## src/rtl/s1cb_map.svh

```systemverilog
// register offsets, field positions and reset values of the stage 1 bank slice
`ifndef S1CB_MAP_SVH
`define S1CB_MAP_SVH

// byte offsets within the bank
`define S1CB_OFF_SYS_CTRL 12'h000
`define S1CB_OFF_AUX_CTRL 12'h004
`define S1CB_OFF_TBL_CTRL 12'h030
`define S1CB_OFF_ATTR0 12'h038
`define S1CB_OFF_ATTR1 12'h03C
`define S1CB_OFF_PAR 12'h050
`define S1CB_OFF_FSR 12'h058
`define S1CB_OFF_ID0 12'h0F0
`define S1CB_OFF_CMD_PR 12'h800
`define S1CB_OFF_CMD_PW 12'h808
`define S1CB_OFF_CMD_UR 12'h810
`define S1CB_OFF_CMD_UW 12'h818
`define S1CB_OFF_XSTAT 12'h8F0

// field positions
`define S1CB_BIT_REPORT_EN 5
`define S1CB_BIT_IRQ_EN 6
`define S1CB_BIT_EXT_ADDR 31
`define S1CB_BIT_SS 30
`define S1CB_BIT_ACTIVE 0
`define S1CB_BIT_STAGE1 29
`define S1CB_BIT_PAR_FAULT 0
`define S1CB_PAR_ATTR_LSB 4
`define S1CB_CMD_ADDR_LSB 12

// reset values
`define S1CB_RST_WORD 32'h0000_0000
`define S1CB_STAGE1_PRESENT 1'h1

// bus responses
`define S1CB_RESP_OKAY 2'h0
`define S1CB_RESP_SLVERR 2'h2

`endif

```

## src/rtl/s1cb_pkg.sv

```systemverilog
// types shared by the stage 1 bank slice
`default_nettype none
package s1cb_pkg;

  typedef enum logic [2:0] {
    S1CB_XL_IDLE = 3'h1,
    S1CB_XL_REQ = 3'h2,
    S1CB_XL_WAIT = 3'h4
  } s1cb_xl_state_t;

  typedef enum logic [2:0] {
    S1CB_MEM_STRONG = 3'h0,
    S1CB_MEM_DEVICE = 3'h1,
    S1CB_MEM_NONCACHE = 3'h2,
    S1CB_MEM_WTHRU = 3'h3,
    S1CB_MEM_WBACK = 3'h4
  } s1cb_mem_t;

endpackage
`default_nettype wire

```

## src/rtl/s1cb_top.sv

```systemverilog
// stage 1 bank slice: fault control reset, attribute lookup, translate commands
// Behaviour
// [RULE_01] stalled-transaction flag reads 0 after reset
// [RULE_02] context fault interrupt enable reads 0 after reset
// [RULE_03] context fault report enable reads 0 after reset
// [RULE_04] three-bit index picks one attribute byte from two indirection words
// [RULE_05] index bit 2 low selects register 0, high selects register 1
// [RULE_06] index bits 1:0 select byte i at bits 8i+7 down to 8i
// [RULE_07] read and write allocate bits: 0 no allocate, 1 allocate
// [RULE_08] outer nibble 0000 strong/device, 0100 outer non-cacheable
// [RULE_09] outer 00RW write-through transient, 01RW write-back transient, RW=00 unsupported
// [RULE_10] outer 10RW write-through, 11RW write-back non-transient
// [RULE_11] transient passed outward only as a hint
// [RULE_12] with outer zero: inner 0000 strong, 0100 device, others unpredictable
// [RULE_13] with outer nonzero: inner 0100 non-cacheable, 0000 unpredictable
// [RULE_14] with outer nonzero: inner 00RW/01RW transient write-through/write-back
// [RULE_15] with outer nonzero: inner 10RW/11RW non-transient write-through/write-back
// [RULE_16] multi-format register layout follows extended address enable
// [RULE_17] translate command translates address and fills result register
// [RULE_18] command locations are write-only, reads return zero
// [RULE_19] command address in bits 31:12, low bits reserved
// [RULE_20] auxiliary control is a 32-bit read-write register
// [RULE_21] identification register reports stage 1 support
// [RULE_22] active status bit is 1 until result register updated
// [RULE_23] other fields have no promised reset value
// [RULE_24] command privilege and direction go with the translation request
`timescale 1ns/1ps
`default_nettype none
`include "s1cb_map.svh"
module s1cb_top (
  // clock and reset
  input wire logic aclk,
  input wire logic aresetn,
  // axi4-lite write address
  input wire logic awvalid,
  output logic awready,
  input wire logic [31:0] awaddr,
  input wire logic [2:0] awprot,
  // axi4-lite write data
  input wire logic wvalid,
  output logic wready,
  input wire logic [31:0] wdata,
  input wire logic [3:0] wstrb,
  // axi4-lite write response
  output logic bvalid,
  input wire logic bready,
  output logic [1:0] bresp,
  // axi4-lite read address
  input wire logic arvalid,
  output logic arready,
  input wire logic [31:0] araddr,
  input wire logic [2:0] arprot,
  // axi4-lite read data
  output logic rvalid,
  input wire logic rready,
  output logic [31:0] rdata,
  output logic [1:0] rresp,
  // translation request to the walker
  output logic xlat_req_valid,
  input wire logic xlat_req_ready,
  output logic [19:0] xlat_req_page,
  output logic xlat_req_priv,
  output logic xlat_req_write,
  // translation answer from the walker
  input wire logic xlat_rsp_valid,
  input wire logic [19:0] xlat_rsp_page,
  input wire logic [2:0] xlat_rsp_attr_index_a,
  input wire logic xlat_rsp_fault,
  // stall event from the fault logic
  input wire logic stall_event,
  // control levels
  output logic context_fault_irq_enable,
  output logic context_fault_report_enable,
  output logic extended_address_enable,
  output logic [31:0] aux_control,
  // decoded attributes of the last translation
  output s1cb_pkg::s1cb_mem_t res_outer_kind,
  output s1cb_pkg::s1cb_mem_t res_inner_kind,
  output logic [3:0] res_alloc,
  output logic [1:0] res_transient,
  output logic res_unpredictable
);
  import s1cb_pkg::*;

  // ==========================================================
  // state
  logic aw_held;
  logic w_held;
  logic [11:0] aw_off;
  logic [31:0] w_data;
  logic [3:0] w_strb;
  logic next_aw_held;
  logic next_w_held;
  logic next_bvalid;
  logic next_rvalid;
  logic do_write;
  logic [31:0] table_base_control_reg;
  logic [31:0] attr_indirection_reg0;
  logic [31:0] attr_indirection_reg1;
  logic [31:0] phys_addr_result_reg;
  logic stall_flag;
  s1cb_xl_state_t xl_state;
  logic [7:0] sel_attr;
  s1cb_mem_t dec_outer;
  s1cb_mem_t dec_inner;
  logic dec_ord;
  logic dec_owa;
  logic dec_ird;
  logic dec_iwa;
  logic dec_otr;
  logic dec_itr;
  logic dec_unp;
  logic [31:0] rd_word;
  logic rd_hit;
  logic wr_hit;
  logic is_cmd;

  function automatic logic [31:0] merge(input logic [31:0] old, input logic [31:0] nw,
                                        input logic [3:0] strb);
    merge = old;
    for (int b = 0; b < 4; b = b + 1) begin
      if (strb[b]) begin
        merge[8*b +: 8] = nw[8*b +: 8];
      end
    end
  endfunction

  // ==========================================================
  // write channel
  assign do_write = aw_held && w_held && !bvalid;

  always_comb begin
    next_aw_held = aw_held;
    next_w_held = w_held;
    next_bvalid = bvalid;
    if (awvalid && awready) begin
      next_aw_held = 1'b1;
    end
    if (wvalid && wready) begin
      next_w_held = 1'b1;
    end
    if (do_write) begin
      next_aw_held = 1'b0;
      next_w_held = 1'b0;
      next_bvalid = 1'b1;
    end else if (bvalid && bready) begin
      next_bvalid = 1'b0;
    end
  end

  always_ff @(posedge aclk) begin
    if (!aresetn) begin
      aw_held <= 1'b0;
      w_held <= 1'b0;
      bvalid <= 1'b0;
      awready <= 1'b0;
      wready <= 1'b0;
      aw_off <= 12'h000;
      w_data <= `S1CB_RST_WORD;
      w_strb <= 4'h0;
    end else begin
      aw_held <= next_aw_held;
      w_held <= next_w_held;
      bvalid <= next_bvalid;
      // a new write is taken only once the last response is gone
      awready <= !next_aw_held && !next_bvalid;
      wready <= !next_w_held && !next_bvalid;
      if (awvalid && awready) begin
        aw_off <= awaddr[11:0];
      end
      if (wvalid && wready) begin
        w_data <= wdata;
        w_strb <= wstrb;
      end
    end
  end

  always_comb begin
    is_cmd = (aw_off == `S1CB_OFF_CMD_PR) || (aw_off == `S1CB_OFF_CMD_PW) ||
             (aw_off == `S1CB_OFF_CMD_UR) || (aw_off == `S1CB_OFF_CMD_UW);
    wr_hit = is_cmd || (aw_off == `S1CB_OFF_SYS_CTRL) || (aw_off == `S1CB_OFF_AUX_CTRL) ||
             (aw_off == `S1CB_OFF_TBL_CTRL) || (aw_off == `S1CB_OFF_ATTR0) ||
             (aw_off == `S1CB_OFF_ATTR1) || (aw_off == `S1CB_OFF_PAR) ||
             (aw_off == `S1CB_OFF_FSR) || (aw_off == `S1CB_OFF_ID0) ||
             (aw_off == `S1CB_OFF_XSTAT);
  end

  always_ff @(posedge aclk) begin
    if (!aresetn) begin
      bresp <= `S1CB_RESP_OKAY;
    end else if (do_write) begin
      bresp <= wr_hit ? `S1CB_RESP_OKAY : `S1CB_RESP_SLVERR;
    end
  end

  // ==========================================================
  // control registers
  always_ff @(posedge aclk) begin
    if (!aresetn) begin
      context_fault_irq_enable <= 1'b0; // RULE_02
      context_fault_report_enable <= 1'b0; // RULE_03
    end else if (do_write && aw_off == `S1CB_OFF_SYS_CTRL && w_strb[0]) begin
      context_fault_irq_enable <= w_data[`S1CB_BIT_IRQ_EN];
      context_fault_report_enable <= w_data[`S1CB_BIT_REPORT_EN];
    end
  end

  // other fields carry no promised value; zero is used for determinism
  always_ff @(posedge aclk) begin
    if (!aresetn) begin
      aux_control <= `S1CB_RST_WORD; // RULE_23
      table_base_control_reg <= `S1CB_RST_WORD; // RULE_23
      attr_indirection_reg0 <= `S1CB_RST_WORD;
      attr_indirection_reg1 <= `S1CB_RST_WORD;
    end else if (do_write) begin
      if (aw_off == `S1CB_OFF_AUX_CTRL) begin
        aux_control <= merge(aux_control, w_data, w_strb); // RULE_20
      end
      if (aw_off == `S1CB_OFF_TBL_CTRL) begin
        table_base_control_reg <= merge(table_base_control_reg, w_data, w_strb);
      end
      if (aw_off == `S1CB_OFF_ATTR0) begin
        attr_indirection_reg0 <= merge(attr_indirection_reg0, w_data, w_strb);
      end
      if (aw_off == `S1CB_OFF_ATTR1) begin
        attr_indirection_reg1 <= merge(attr_indirection_reg1, w_data, w_strb);
      end
    end
  end

  always_ff @(posedge aclk) begin
    if (!aresetn) begin
      extended_address_enable <= 1'b0;
    end else begin
      extended_address_enable <= table_base_control_reg[`S1CB_BIT_EXT_ADDR];
    end
  end

  // stall flag: hardware set beats a software write-one clear
  always_ff @(posedge aclk) begin
    if (!aresetn) begin
      stall_flag <= 1'b0; // RULE_01
    end else if (stall_event) begin
      stall_flag <= 1'b1;
    end else if (do_write && aw_off == `S1CB_OFF_FSR && w_strb[3] && w_data[`S1CB_BIT_SS]) begin
      stall_flag <= 1'b0;
    end
  end

  // ==========================================================
  // translate commands
  always_ff @(posedge aclk) begin
    if (!aresetn) begin
      xl_state <= S1CB_XL_IDLE;
      xlat_req_valid <= 1'b0;
      xlat_req_page <= 20'h00000;
      xlat_req_priv <= 1'b0;
      xlat_req_write <= 1'b0;
    end else begin
      unique case (xl_state)
        S1CB_XL_IDLE: begin
          // a command while one is active is dropped
          if (do_write && is_cmd && `S1CB_STAGE1_PRESENT) begin // RULE_17
            xl_state <= S1CB_XL_REQ;
            xlat_req_valid <= 1'b1;
            xlat_req_page <= w_data[31:`S1CB_CMD_ADDR_LSB]; // RULE_19
            xlat_req_priv <= (aw_off == `S1CB_OFF_CMD_PR) ||
                             (aw_off == `S1CB_OFF_CMD_PW); // RULE_24
            xlat_req_write <= (aw_off == `S1CB_OFF_CMD_PW) ||
                              (aw_off == `S1CB_OFF_CMD_UW); // RULE_24
          end
        end
        S1CB_XL_REQ: begin
          if (xlat_req_ready) begin
            xlat_req_valid <= 1'b0;
            xl_state <= S1CB_XL_WAIT;
          end
        end
        S1CB_XL_WAIT: begin
          if (xlat_rsp_valid) begin
            xl_state <= S1CB_XL_IDLE; // RULE_22
          end
        end
      endcase
    end
  end

  s1cb_attr_select u_sel (
    .attr_indirection_reg0(attr_indirection_reg0),
    .attr_indirection_reg1(attr_indirection_reg1),
    .attr_index_a(xlat_rsp_attr_index_a),
    .entry_attr_field(sel_attr)
  );

  s1cb_attr_decode u_dec (
    .attr(sel_attr),
    .outer_kind(dec_outer),
    .outer_rd_alloc(dec_ord),
    .outer_wr_alloc(dec_owa),
    .outer_transient(dec_otr),
    .inner_kind(dec_inner),
    .inner_rd_alloc(dec_ird),
    .inner_wr_alloc(dec_iwa),
    .inner_transient(dec_itr),
    .unpredictable(dec_unp)
  );

  // result is written in the same edge that drops the active bit
  always_ff @(posedge aclk) begin
    if (!aresetn) begin
      phys_addr_result_reg <= `S1CB_RST_WORD;
      res_outer_kind <= S1CB_MEM_STRONG;
      res_inner_kind <= S1CB_MEM_STRONG;
      res_alloc <= 4'h0;
      res_transient <= 2'h0;
      res_unpredictable <= 1'b0;
    end else if (xl_state == S1CB_XL_WAIT && xlat_rsp_valid) begin
      phys_addr_result_reg <= `S1CB_RST_WORD;
      phys_addr_result_reg[31:`S1CB_CMD_ADDR_LSB] <= xlat_rsp_page; // RULE_17
      phys_addr_result_reg[`S1CB_BIT_PAR_FAULT] <= xlat_rsp_fault;
      if (extended_address_enable) begin
        phys_addr_result_reg[`S1CB_PAR_ATTR_LSB +: 8] <= sel_attr; // RULE_16
      end
      res_outer_kind <= dec_outer;
      res_inner_kind <= dec_inner;
      res_alloc <= {dec_ord, dec_owa, dec_ird, dec_iwa}; // RULE_07
      res_transient <= {dec_otr, dec_itr}; // RULE_11
      res_unpredictable <= dec_unp;
    end
  end

  // ==========================================================
  // read channel
  always_comb begin
    rd_word = `S1CB_RST_WORD;
    rd_hit = 1'b1;
    unique case (araddr[11:0])
      `S1CB_OFF_SYS_CTRL: begin
        rd_word[`S1CB_BIT_IRQ_EN] = context_fault_irq_enable;
        rd_word[`S1CB_BIT_REPORT_EN] = context_fault_report_enable;
      end
      `S1CB_OFF_AUX_CTRL: rd_word = aux_control;
      `S1CB_OFF_TBL_CTRL: rd_word = table_base_control_reg;
      `S1CB_OFF_ATTR0: rd_word = attr_indirection_reg0;
      `S1CB_OFF_ATTR1: rd_word = attr_indirection_reg1;
      `S1CB_OFF_PAR: rd_word = phys_addr_result_reg;
      `S1CB_OFF_FSR: rd_word[`S1CB_BIT_SS] = stall_flag;
      `S1CB_OFF_ID0: rd_word[`S1CB_BIT_STAGE1] = `S1CB_STAGE1_PRESENT; // RULE_21
      `S1CB_OFF_XSTAT: rd_word[`S1CB_BIT_ACTIVE] = (xl_state != S1CB_XL_IDLE); // RULE_22
      `S1CB_OFF_CMD_PR, `S1CB_OFF_CMD_PW,
      `S1CB_OFF_CMD_UR, `S1CB_OFF_CMD_UW: rd_word = `S1CB_RST_WORD; // RULE_18
      default: rd_hit = 1'b0;
    endcase
  end

  always_comb begin
    next_rvalid = rvalid;
    if (arvalid && arready) begin
      next_rvalid = 1'b1;
    end else if (rvalid && rready) begin
      next_rvalid = 1'b0;
    end
  end

  always_ff @(posedge aclk) begin
    if (!aresetn) begin
      rvalid <= 1'b0;
      arready <= 1'b0;
      rdata <= `S1CB_RST_WORD;
      rresp <= `S1CB_RESP_OKAY;
    end else begin
      rvalid <= next_rvalid;
      arready <= !next_rvalid;
      if (arvalid && arready) begin
        rdata <= rd_word;
        rresp <= rd_hit ? `S1CB_RESP_OKAY : `S1CB_RESP_SLVERR;
      end
    end
  end

endmodule
`default_nettype wire

```

## src/rtl/s1cb_attr_select.sv

```systemverilog
// picks one attribute byte out of the two indirection registers
`timescale 1ns/1ps
`default_nettype none
module s1cb_attr_select (
  // indirection registers
  input wire logic [31:0] attr_indirection_reg0,
  input wire logic [31:0] attr_indirection_reg1,
  // index from the table entry
  input wire logic [2:0] attr_index_a,
  // selected field
  output logic [7:0] entry_attr_field
);
  logic [7:0] field [0:7];

  genvar g;
  generate
    for (g = 0; g < 4; g = g + 1) begin : g_byte
      assign field[g] = attr_indirection_reg0[8*g+7 -: 8]; // RULE_06
      assign field[g+4] = attr_indirection_reg1[8*g+7 -: 8]; // RULE_06
    end
  endgenerate

  // index bit 2 chooses register 1 over register 0
  assign entry_attr_field = field[attr_index_a]; // RULE_04 RULE_05
endmodule
`default_nettype wire

```

## src/rtl/s1cb_attr_decode.sv

```systemverilog
// splits an attribute byte into outer and inner memory kinds
`timescale 1ns/1ps
`default_nettype none
module s1cb_attr_decode
  import s1cb_pkg::*;
(
  // attribute byte
  input wire logic [7:0] attr,
  // outer half
  output s1cb_pkg::s1cb_mem_t outer_kind,
  output logic outer_rd_alloc,
  output logic outer_wr_alloc,
  output logic outer_transient,
  // inner half
  output s1cb_pkg::s1cb_mem_t inner_kind,
  output logic inner_rd_alloc,
  output logic inner_wr_alloc,
  output logic inner_transient,
  // encoding outside the defined set
  output logic unpredictable
);
  logic [3:0] hi;
  logic [3:0] lo;
  logic hi_zero;

  assign hi = attr[7:4];
  assign lo = attr[3:0];
  assign hi_zero = (hi == 4'h0);

  function automatic s1cb_mem_t kind_of(input logic [3:0] n);
    if (n == 4'h4) begin
      kind_of = S1CB_MEM_NONCACHE;
    end else if (n[2]) begin
      kind_of = S1CB_MEM_WBACK;
    end else begin
      kind_of = S1CB_MEM_WTHRU;
    end
  endfunction

  always_comb begin
    // allocate bits mean allocate when set
    outer_rd_alloc = hi[1] & (hi != 4'h4) & ~hi_zero; // RULE_07
    outer_wr_alloc = hi[0] & (hi != 4'h4) & ~hi_zero; // RULE_07
    inner_rd_alloc = lo[1] & (lo != 4'h4) & ~hi_zero; // RULE_07
    inner_wr_alloc = lo[0] & (lo != 4'h4) & ~hi_zero; // RULE_07
    // transient is only a hint carried outward
    outer_transient = ~hi[3] & (hi[1:0] != 2'h0); // RULE_09 RULE_11
    inner_transient = ~hi_zero & ~lo[3] & (lo[1:0] != 2'h0); // RULE_14 RULE_11
    unpredictable = 1'b0;
    if (hi_zero) begin
      // strongly ordered or device, told apart by the low half
      outer_kind = (lo == 4'h4) ? S1CB_MEM_DEVICE : S1CB_MEM_STRONG; // RULE_08
      inner_kind = outer_kind; // RULE_12
      unpredictable = (lo != 4'h0) && (lo != 4'h4); // RULE_12
    end else begin
      outer_kind = kind_of(hi); // RULE_08 RULE_09 RULE_10
      inner_kind = kind_of(lo); // RULE_13 RULE_14 RULE_15
      unpredictable = (lo == 4'h0) || (hi[3:2] == 2'h0 && hi[1:0] == 2'h0); // RULE_13
    end
  end
endmodule
`default_nettype wire

```

## config.mk

```make
export PLATFORM = sky130hd
export DESIGN_NAME = s1cb_top
export DESIGN_NICKNAME = d
export VERILOG_FILES = /design/src/rtl/s1cb_pkg.sv /design/src/rtl/s1cb_top.sv /design/src/rtl/s1cb_attr_select.sv /design/src/rtl/s1cb_attr_decode.sv
export VERILOG_INCLUDE_DIRS = /design/src /design/src/rtl
export SDC_FILE = /design/constraint.sdc
export NUM_CORES = 1
export LEC_CHECK = 0
export BUFFER_PORTS_ARGS = -buffer_cell sky130_fd_sc_hd__clkbuf_2
export CORE_AREA = 4 4 183 132
export DETAILED_ROUTE_END_ITERATION = 8
export DIE_AREA = 0 0 187 136
export GPL_ROUTABILITY_DRIVEN = 0
export PLACE_DENSITY = 0.79
export SYNTH_ARGS = -nofsm -noshare
export SYNTH_HDL_FRONTEND = slang
export SYNTH_SLANG_ARGS = --single-unit
```

## constraint.sdc

```tcl
create_clock -name aclk -period 4.1 [get_ports aclk]
set_clock_uncertainty 0.15 [all_clocks]
set_input_delay 1.23 -clock aclk [delete_from_list [all_inputs] [get_ports aclk]]
set_output_delay 1.23 -clock aclk [all_outputs]
set_load 0.05 [all_outputs]
```

==> results of run 1 <==
## worst register-to-register path, cell delays in order, from the launching register on
cell and delay, ns:
dfxtp_1 0.75, nor4b_1 1.06, nand3_2 0.62, mux2i_1 0.35, nor2_1 0.06
## how the worst min path moves through the flow
stage                                to  slack (ns)  depth (start not counted)
3_3_place_gp           xlat_req_page[0]        0.29                          2
3_5_place_dp                  w_strb[3]        0.29                          2
4_1_cts                       w_strb[3]        0.30                          2
5_1_grt        phys_addr_result_reg[29]        0.32                          2
2_1_floorplan   phys_addr_result_reg[4]        0.28                          2
6_report                      w_strb[3]        0.30                          2
## synth_stat cells, types with 6 or more instances
master / instances
a21oi_1: 120
a22oi_1: 56
a2bb2oi_1: 8
a31oi_1: 29
buf_2: 18
clkbuf_1: 70
dfxtp_1: 289
inv_1: 6
mux2_2: 34
mux2i_1: 136
mux4_2: 16
nand2_1: 204
nand3_1: 18
nand3_2: 8
nand4_1: 6
nor2_1: 160
nor3_1: 9
o21ai_0: 39
## power by group through the flow
| stage | Clock [mW] | Combinational, mW | Sequential [mW] |
|---|---|---|---|
| detailed placement | 0 | 0.406 | 2.98 |
| global route | 2.93 | 0.441 | 2.93 |
| CTS | 2.81 | 0.408 | 2.92 |
| floorplan | 0 | 0.204 | 3.04 |
| global placement | 0 | 0.400 | 2.98 |
| finish | 2.80 | 0.411 | 2.92 |
## layer usage
| metal | global-route usage | part of all wire | vias to the layer above | wire [um] |
|---|---|---|---|---|
| met1 | 0.390 | 0.45 | 5038 | 15700 |
| li1 | - | - | 4951 | - |
| met2 | 0.409 | 0.43 | 523 | 14900 |
| met4 | 0.0620 | 0.022 | 0 | 760 |
| met5 | 0 | 0 | - | 0 |
| met3 | 0.0552 | 0.10 | 57 | 3510 |
## cells by family after synthesis
kind of cell              Yosys count  synth area share
buffers and inverters             104            0.0371
DFF                               289             0.477
AOI/OAI and AO/OA                 271             0.134
and+or+nand+nor                   459             0.177
xor gates and xnor gates            1          0.000722
other                               1          0.000309
muxes                             187             0.175
## per-stage QoR
stage,area [um^2],worst slack (ns),instances
global route,14400,0.818,1787
CTS,14400,1.02,1787
floorplan,12100,0.993,1313
finish,14400,0.966,1787
global placement,13400,0.599,1735
detailed placement,13400,0.569,1735
## cell type report
type	count	area, um^2	area share
clock buffers	36	782	0.0545
clock inverters	16	216	0.0151
inverters	6	27.5	0.00192
multi-input cells	920	5910	0.412
flip-flops and latches	289	5790	0.403
well taps	288	360	0.0251
repair buffers	232	1270	0.0886
==> reports/qor.txt, run 1 <==
outcome: complete, no violations
Hold Path Class: flip-flop to flip-flop
Slowest-stage cell, CP: nor4b_1
area leader, netlist: dfxtp_1
cell depth of the worst flop-to-flop path: 4
row cnt: 46
crit-path max cell delay: 1.06 ns
# port buffers: 203
Slew Viols, Final: 0
critical path endpoint category: flip-flop
drt initial violations: 1132
Comb power frac: 0.067
Max Root-Sink Buffers: 3
Max rail drop VDD: 0.000273 V
Setup crit start: aw_off[2]
routed vias: 10600
Boundary Pins: 252
cts repair resizes: 0
Worst Path Buf+Inv: 0
layout cells sized above 1: 0.239
drt pass-1 iters: 6
Slew HR: 0.163
worst r2r src: aw_off[2]
CTS sink count: 289
sequential share of the synthesized area: 0.477
number of fill cells: 1818
clock group share of total power: 0.456
P_leak: 6.44 nW
Max-cap violations: 0
DP HPWL: 24500 um
vias in the first global route: 10000
final core utilization: 0.643
beginning of the worst hold path: w_strb[3]
Int Pwr: 4.65 mW
Hold-fix buffers, CTS: 0
sequential share of power: 0.477
CTS root buf: clkbuf_16
CTS tree: yes
critical path depth: 4
Fin. Hold Viols: 0
ranking of synthesized cells by area: dfxtp_1 (48%), mux2i_1 (11%), nand2_1 (6.3%), a21oi_1 (4.9%), nor2_1 (4.9%)
worst-path cell chain: nor4b_1 > nand3_2 > mux2i_1 > nor2_1
initial antenna violation count: 0
Worst-path clk slew: 0.06 ns
Core Box Area: 22300 um^2
routed len/inst: 19.5 um
Die Height: 136 um
TNS Setup: 0 ns
final worst-path cycle share: 0.764
Syn Inst Count: 1312
post-CTS setup buffers: 0
fin nets: 1617
Setup-failing EPs final: 0
Net Sw Power: 1.48 mW
Via density: 5.91
switch share: 0.241
Post-synth top flop: dfxtp_1
htree depth: 1
die area: 25400 um^2
power density over the cells: 427 nW/um^2
commonest non-fill, non-tap cell in the layout: dfxtp_1
Mapped Avg Cell Area: 9.25 um^2
largest net degree at the start of global routing: 80
CP required: 4.35 ns
EDFF count, synth: 0
GRT Resource Usage Total: 0.267
area grow syn2layout: 18.3%
total clock buffers created by CTS: 28
GRT Residual Overflow: 0
critical path launch point type: flip-flop
flops & latches, synth: 289
RSZ-0062 raised after global routing: no
Yosys cell types: 62
Tmin final: 3.13 ns
Critical Path Sink: aux_control[13]
first-pass GRT wire length: 55300 um
clk_lat worst skew: 0.55 ns
CP delay by family, top: simple AND/OR/NAND/NOR gates
most frequent cells in the layout: dfxtp_1 (289), nand2_1 (204), clkbuf_2 (203)
Initial Utilization: 0.544
critical path peak fanout: 13
DRC violations left: 0
WHS: 0.298 ns
kind of critical path: flip-flop to flip-flop
Detailed Route WL: 34900 um
r2r setup slk: 0.97 ns
worst-margin pin slew: 1.24 ns
Max Clk Rate: 319 MHz
Die Wd: 187 um
Netlist Area Pre-Place: 12100 um^2
antenna cells: 0
reg2reg end: aux_control[13]
remaining antenna violation count: 0
CP arrival: 3.39 ns
share of the synthesized area in the top cell type: 0.477
Post-synth ARST share: 0
Overall Power: 6.13 mW
Ys Warns: 0
Power figures use the tool's default switching activity.
==> run 2: changes to the inputs <==
--- a/config.mk
+++ b/config.mk
@@ -7,11 +7,11 @@
 export NUM_CORES = 1
 export LEC_CHECK = 0
 export BUFFER_PORTS_ARGS = -buffer_cell sky130_fd_sc_hd__clkbuf_2
-export CORE_AREA = 4 4 183 132
+export CORE_AREA = 4 4 194 139
 export DETAILED_ROUTE_END_ITERATION = 8
-export DIE_AREA = 0 0 187 136
+export DIE_AREA = 0 0 198 143
 export GPL_ROUTABILITY_DRIVEN = 0
-export PLACE_DENSITY = 0.79
+export PLACE_DENSITY = 0.75
 export SYNTH_ARGS = -nofsm -noshare
 export SYNTH_HDL_FRONTEND = slang
 export SYNTH_SLANG_ARGS = --single-unit
==> constraint.sdc (replaced) <==
create_clock -name aclk -period 2.52 [get_ports aclk]
set_clock_uncertainty 0.15 [all_clocks]
set_input_delay 0.756 -clock aclk [delete_from_list [all_inputs] [get_ports aclk]]
set_output_delay 0.756 -clock aclk [all_outputs]
set_load 0.05 [all_outputs]
==> reports/qor.txt, run 2 (synthesized netlist as in run 1, its figures left out) <==
outcome: complete, no violations
critical path peak fanout: 8 (-5)
DP HPWL: 26100 um (+6.6%)
GRT Resource Usage Total: 0.250 (-0.0165)
Slew Viols, Final: 0 (unchanged)
Hold EP: phys_addr_result_reg[25]
Core Box Area: 25300 um^2 (+13%)
remaining antenna violation count: 0 (unchanged)
largest net degree at the start of global routing: 50 (-38%)
row cnt: 49 (+6.5%)
CTS root buf: clkbuf_16
commonest non-fill, non-tap cell in the layout: dfxtp_1
Design Area, Final: 14900 um^2 (+3.5%)
most frequent cells in the layout: dfxtp_1 (289), nand2_1 (204), clkbuf_2 (203)
Tmin final: 2.41 ns (-0.724 ns)
cell depth of the worst flop-to-flop path: 5 (+1)
initial antenna violation count: 0 (unchanged)
Initial Utilization: 0.481 (-0.0630)
cts repair resizes: 0 (unchanged)
reg2reg end: aux_control[21]
Die Height: 143 um (+5.1%)
Die Wd: 198 um (+5.9%)
critical path launch point type: flip-flop
Max rail drop VDD: 0.000536 V (+96%)
DRC violations left: 0 (unchanged)
worst-margin pin slew: 0.674 ns (-0.564 ns)
CP required: 2.81 ns (-1.54 ns)
placed instance area: 13900 um^2 (+4.2%)
CTS tree: yes
TNS Setup: 0 ns (unchanged)
switch share: 0.246 (+0.00422)
Max-cap violations: 0 (unchanged)
Detailed Route WL: 36600 um (+5.0%)
Hold-fix buffers, CTS: 0 (unchanged)
Max Clk Rate: 415 MHz (+30%)
vias in the first global route: 10100 (+0.53%)
sequential share of power: 0.486 (+0.009)
CP arrival: 2.70 ns (-0.69 ns)
die area: 28300 um^2 (+11%)
routed vias: 10600 (+0.26%)
drt initial violations: 738 (-35%)
final worst-path cycle share: 0.956 (+0.192)
Comb power frac: 0.074 (+0.007)
Via density: 5.66 (-4.3%)
routed len/inst: 19.6 um (+0.21%)
Setup-failing EPs final: 0 (unchanged)
layout cells sized above 1: 0.258 (+0.0194)
RSZ-0062 raised after global routing: no
Setup crit start: aw_off[1]
post-CTS setup buffers: 0 (unchanged)
CTS sink count: 289 (unchanged)
P_leak: 6.67 nW (+3.6%)
kind of critical path: flip-flop to flip-flop
r2r setup slk: 0.11 ns (-0.86 ns)
Worst-path clk slew: 0.07 ns (about the same)
drt pass-1 iters: 5 (-1)
htree depth: 1 (unchanged)
Max Root-Sink Buffers: 3 (unchanged)
Int Pwr: 7.39 mW (+59%)
power density over the cells: 659 nW/um^2 (+54%)
fin nets: 1660 (+2.7%)
Net Sw Power: 2.41 mW (+62%)
# port buffers: 203 (unchanged)
Slew HR: 0.549 (+0.386)
beginning of the worst hold path: xlat_rsp_page[13]
area grow syn2layout: 22.4%
GRT Residual Overflow: 0 (unchanged)
hold path depth: 3 (+1)
critical path endpoint category: flip-flop
first-pass GRT wire length: 56900 um (+2.8%)
worst r2r src: aw_off[1]
total clock buffers created by CTS: 28 (unchanged)
antenna cells: 0 (unchanged)
Boundary Pins: 252 (unchanged)
Hold Path Class: input pin to flip-flop
clock group share of total power: 0.441 (-0.015)
clk_lat worst skew: 0.55 ns (about the same)
Fin. Hold Viols: 0 (unchanged)
==> run 2: cell count changes in the layout (fill, tap and decap cells not counted), sizes merged <==
cell and change:
clkinvlp -2, bufinv -2, buf +43, inv -1, clkbuf +3, clkinv +1
==> run 2: final cells by class <==
class                           count  area [um^2]
Sequential cell                   289         5790
Clock buffer                       39          782
Inverter                            6         27.5
Multi-Input combinational cell    920         5920
Timing Repair Buffer              275         1770
Fill cell                        2215        10400
Tap cell                          331          414
Clock inverter                     12          164
==> run 2: power by group through the flow <==
stage          combinational (mW)  sequential [mW]  clock (mW)
2_1_floorplan               0.337             4.94           0
3_3_place_gp                0.707             4.85           0
3_5_place_dp                0.716             4.85           0
4_1_cts                     0.719             4.75        4.37
5_1_grt                     0.777             4.76        4.54
6_report                    0.720             4.75        4.32
==> run 2: how the worst max path moves through the flow <==
stage / to / slack (ns) / cells after the start
floorplan: res_unpredictable / 0.002 / 7
global placement: res_unpredictable / -0.21 / 7
detailed placement: res_unpredictable / -0.23 / 7
CTS: aux_control[21] / 0.1 / 5
global route: aux_control[8] / 0.01 / 5
finish: aux_control[21] / 0.11 / 5
==> run 2: metal layers <==
layer	track usage	wire (um)
met1	0.370	16600
met2	0.388	15900
met3	0.0483	3500
met4	0.0445	579
met5	0	0
==> run 2: worst max-delay path, stage by stage (launching register included) <==
cell and delay [ns]:
dfxtp_1 0.32, or4_4 0.58, nor4b_4 0.46, nand3_2 0.42, mux2i_1 0.29, nor2_1 0.07
==> run 2: metrics by stage <==
stage          utilization  instances  setup WS [ns]  hold slack, ns  power (mW)
6_report             0.588       1872          0.110           0.269        9.79
5_1_grt              0.588       1872         0.0145           0.266        10.1
4_1_cts              0.588       1872         0.0976           0.249        9.84
3_5_place_dp         0.551       1821         -0.230           0.295        5.57
3_3_place_gp         0.551       1821         -0.210           0.288        5.55
2_1_floorplan            -       1313        0.00193           0.282        5.28
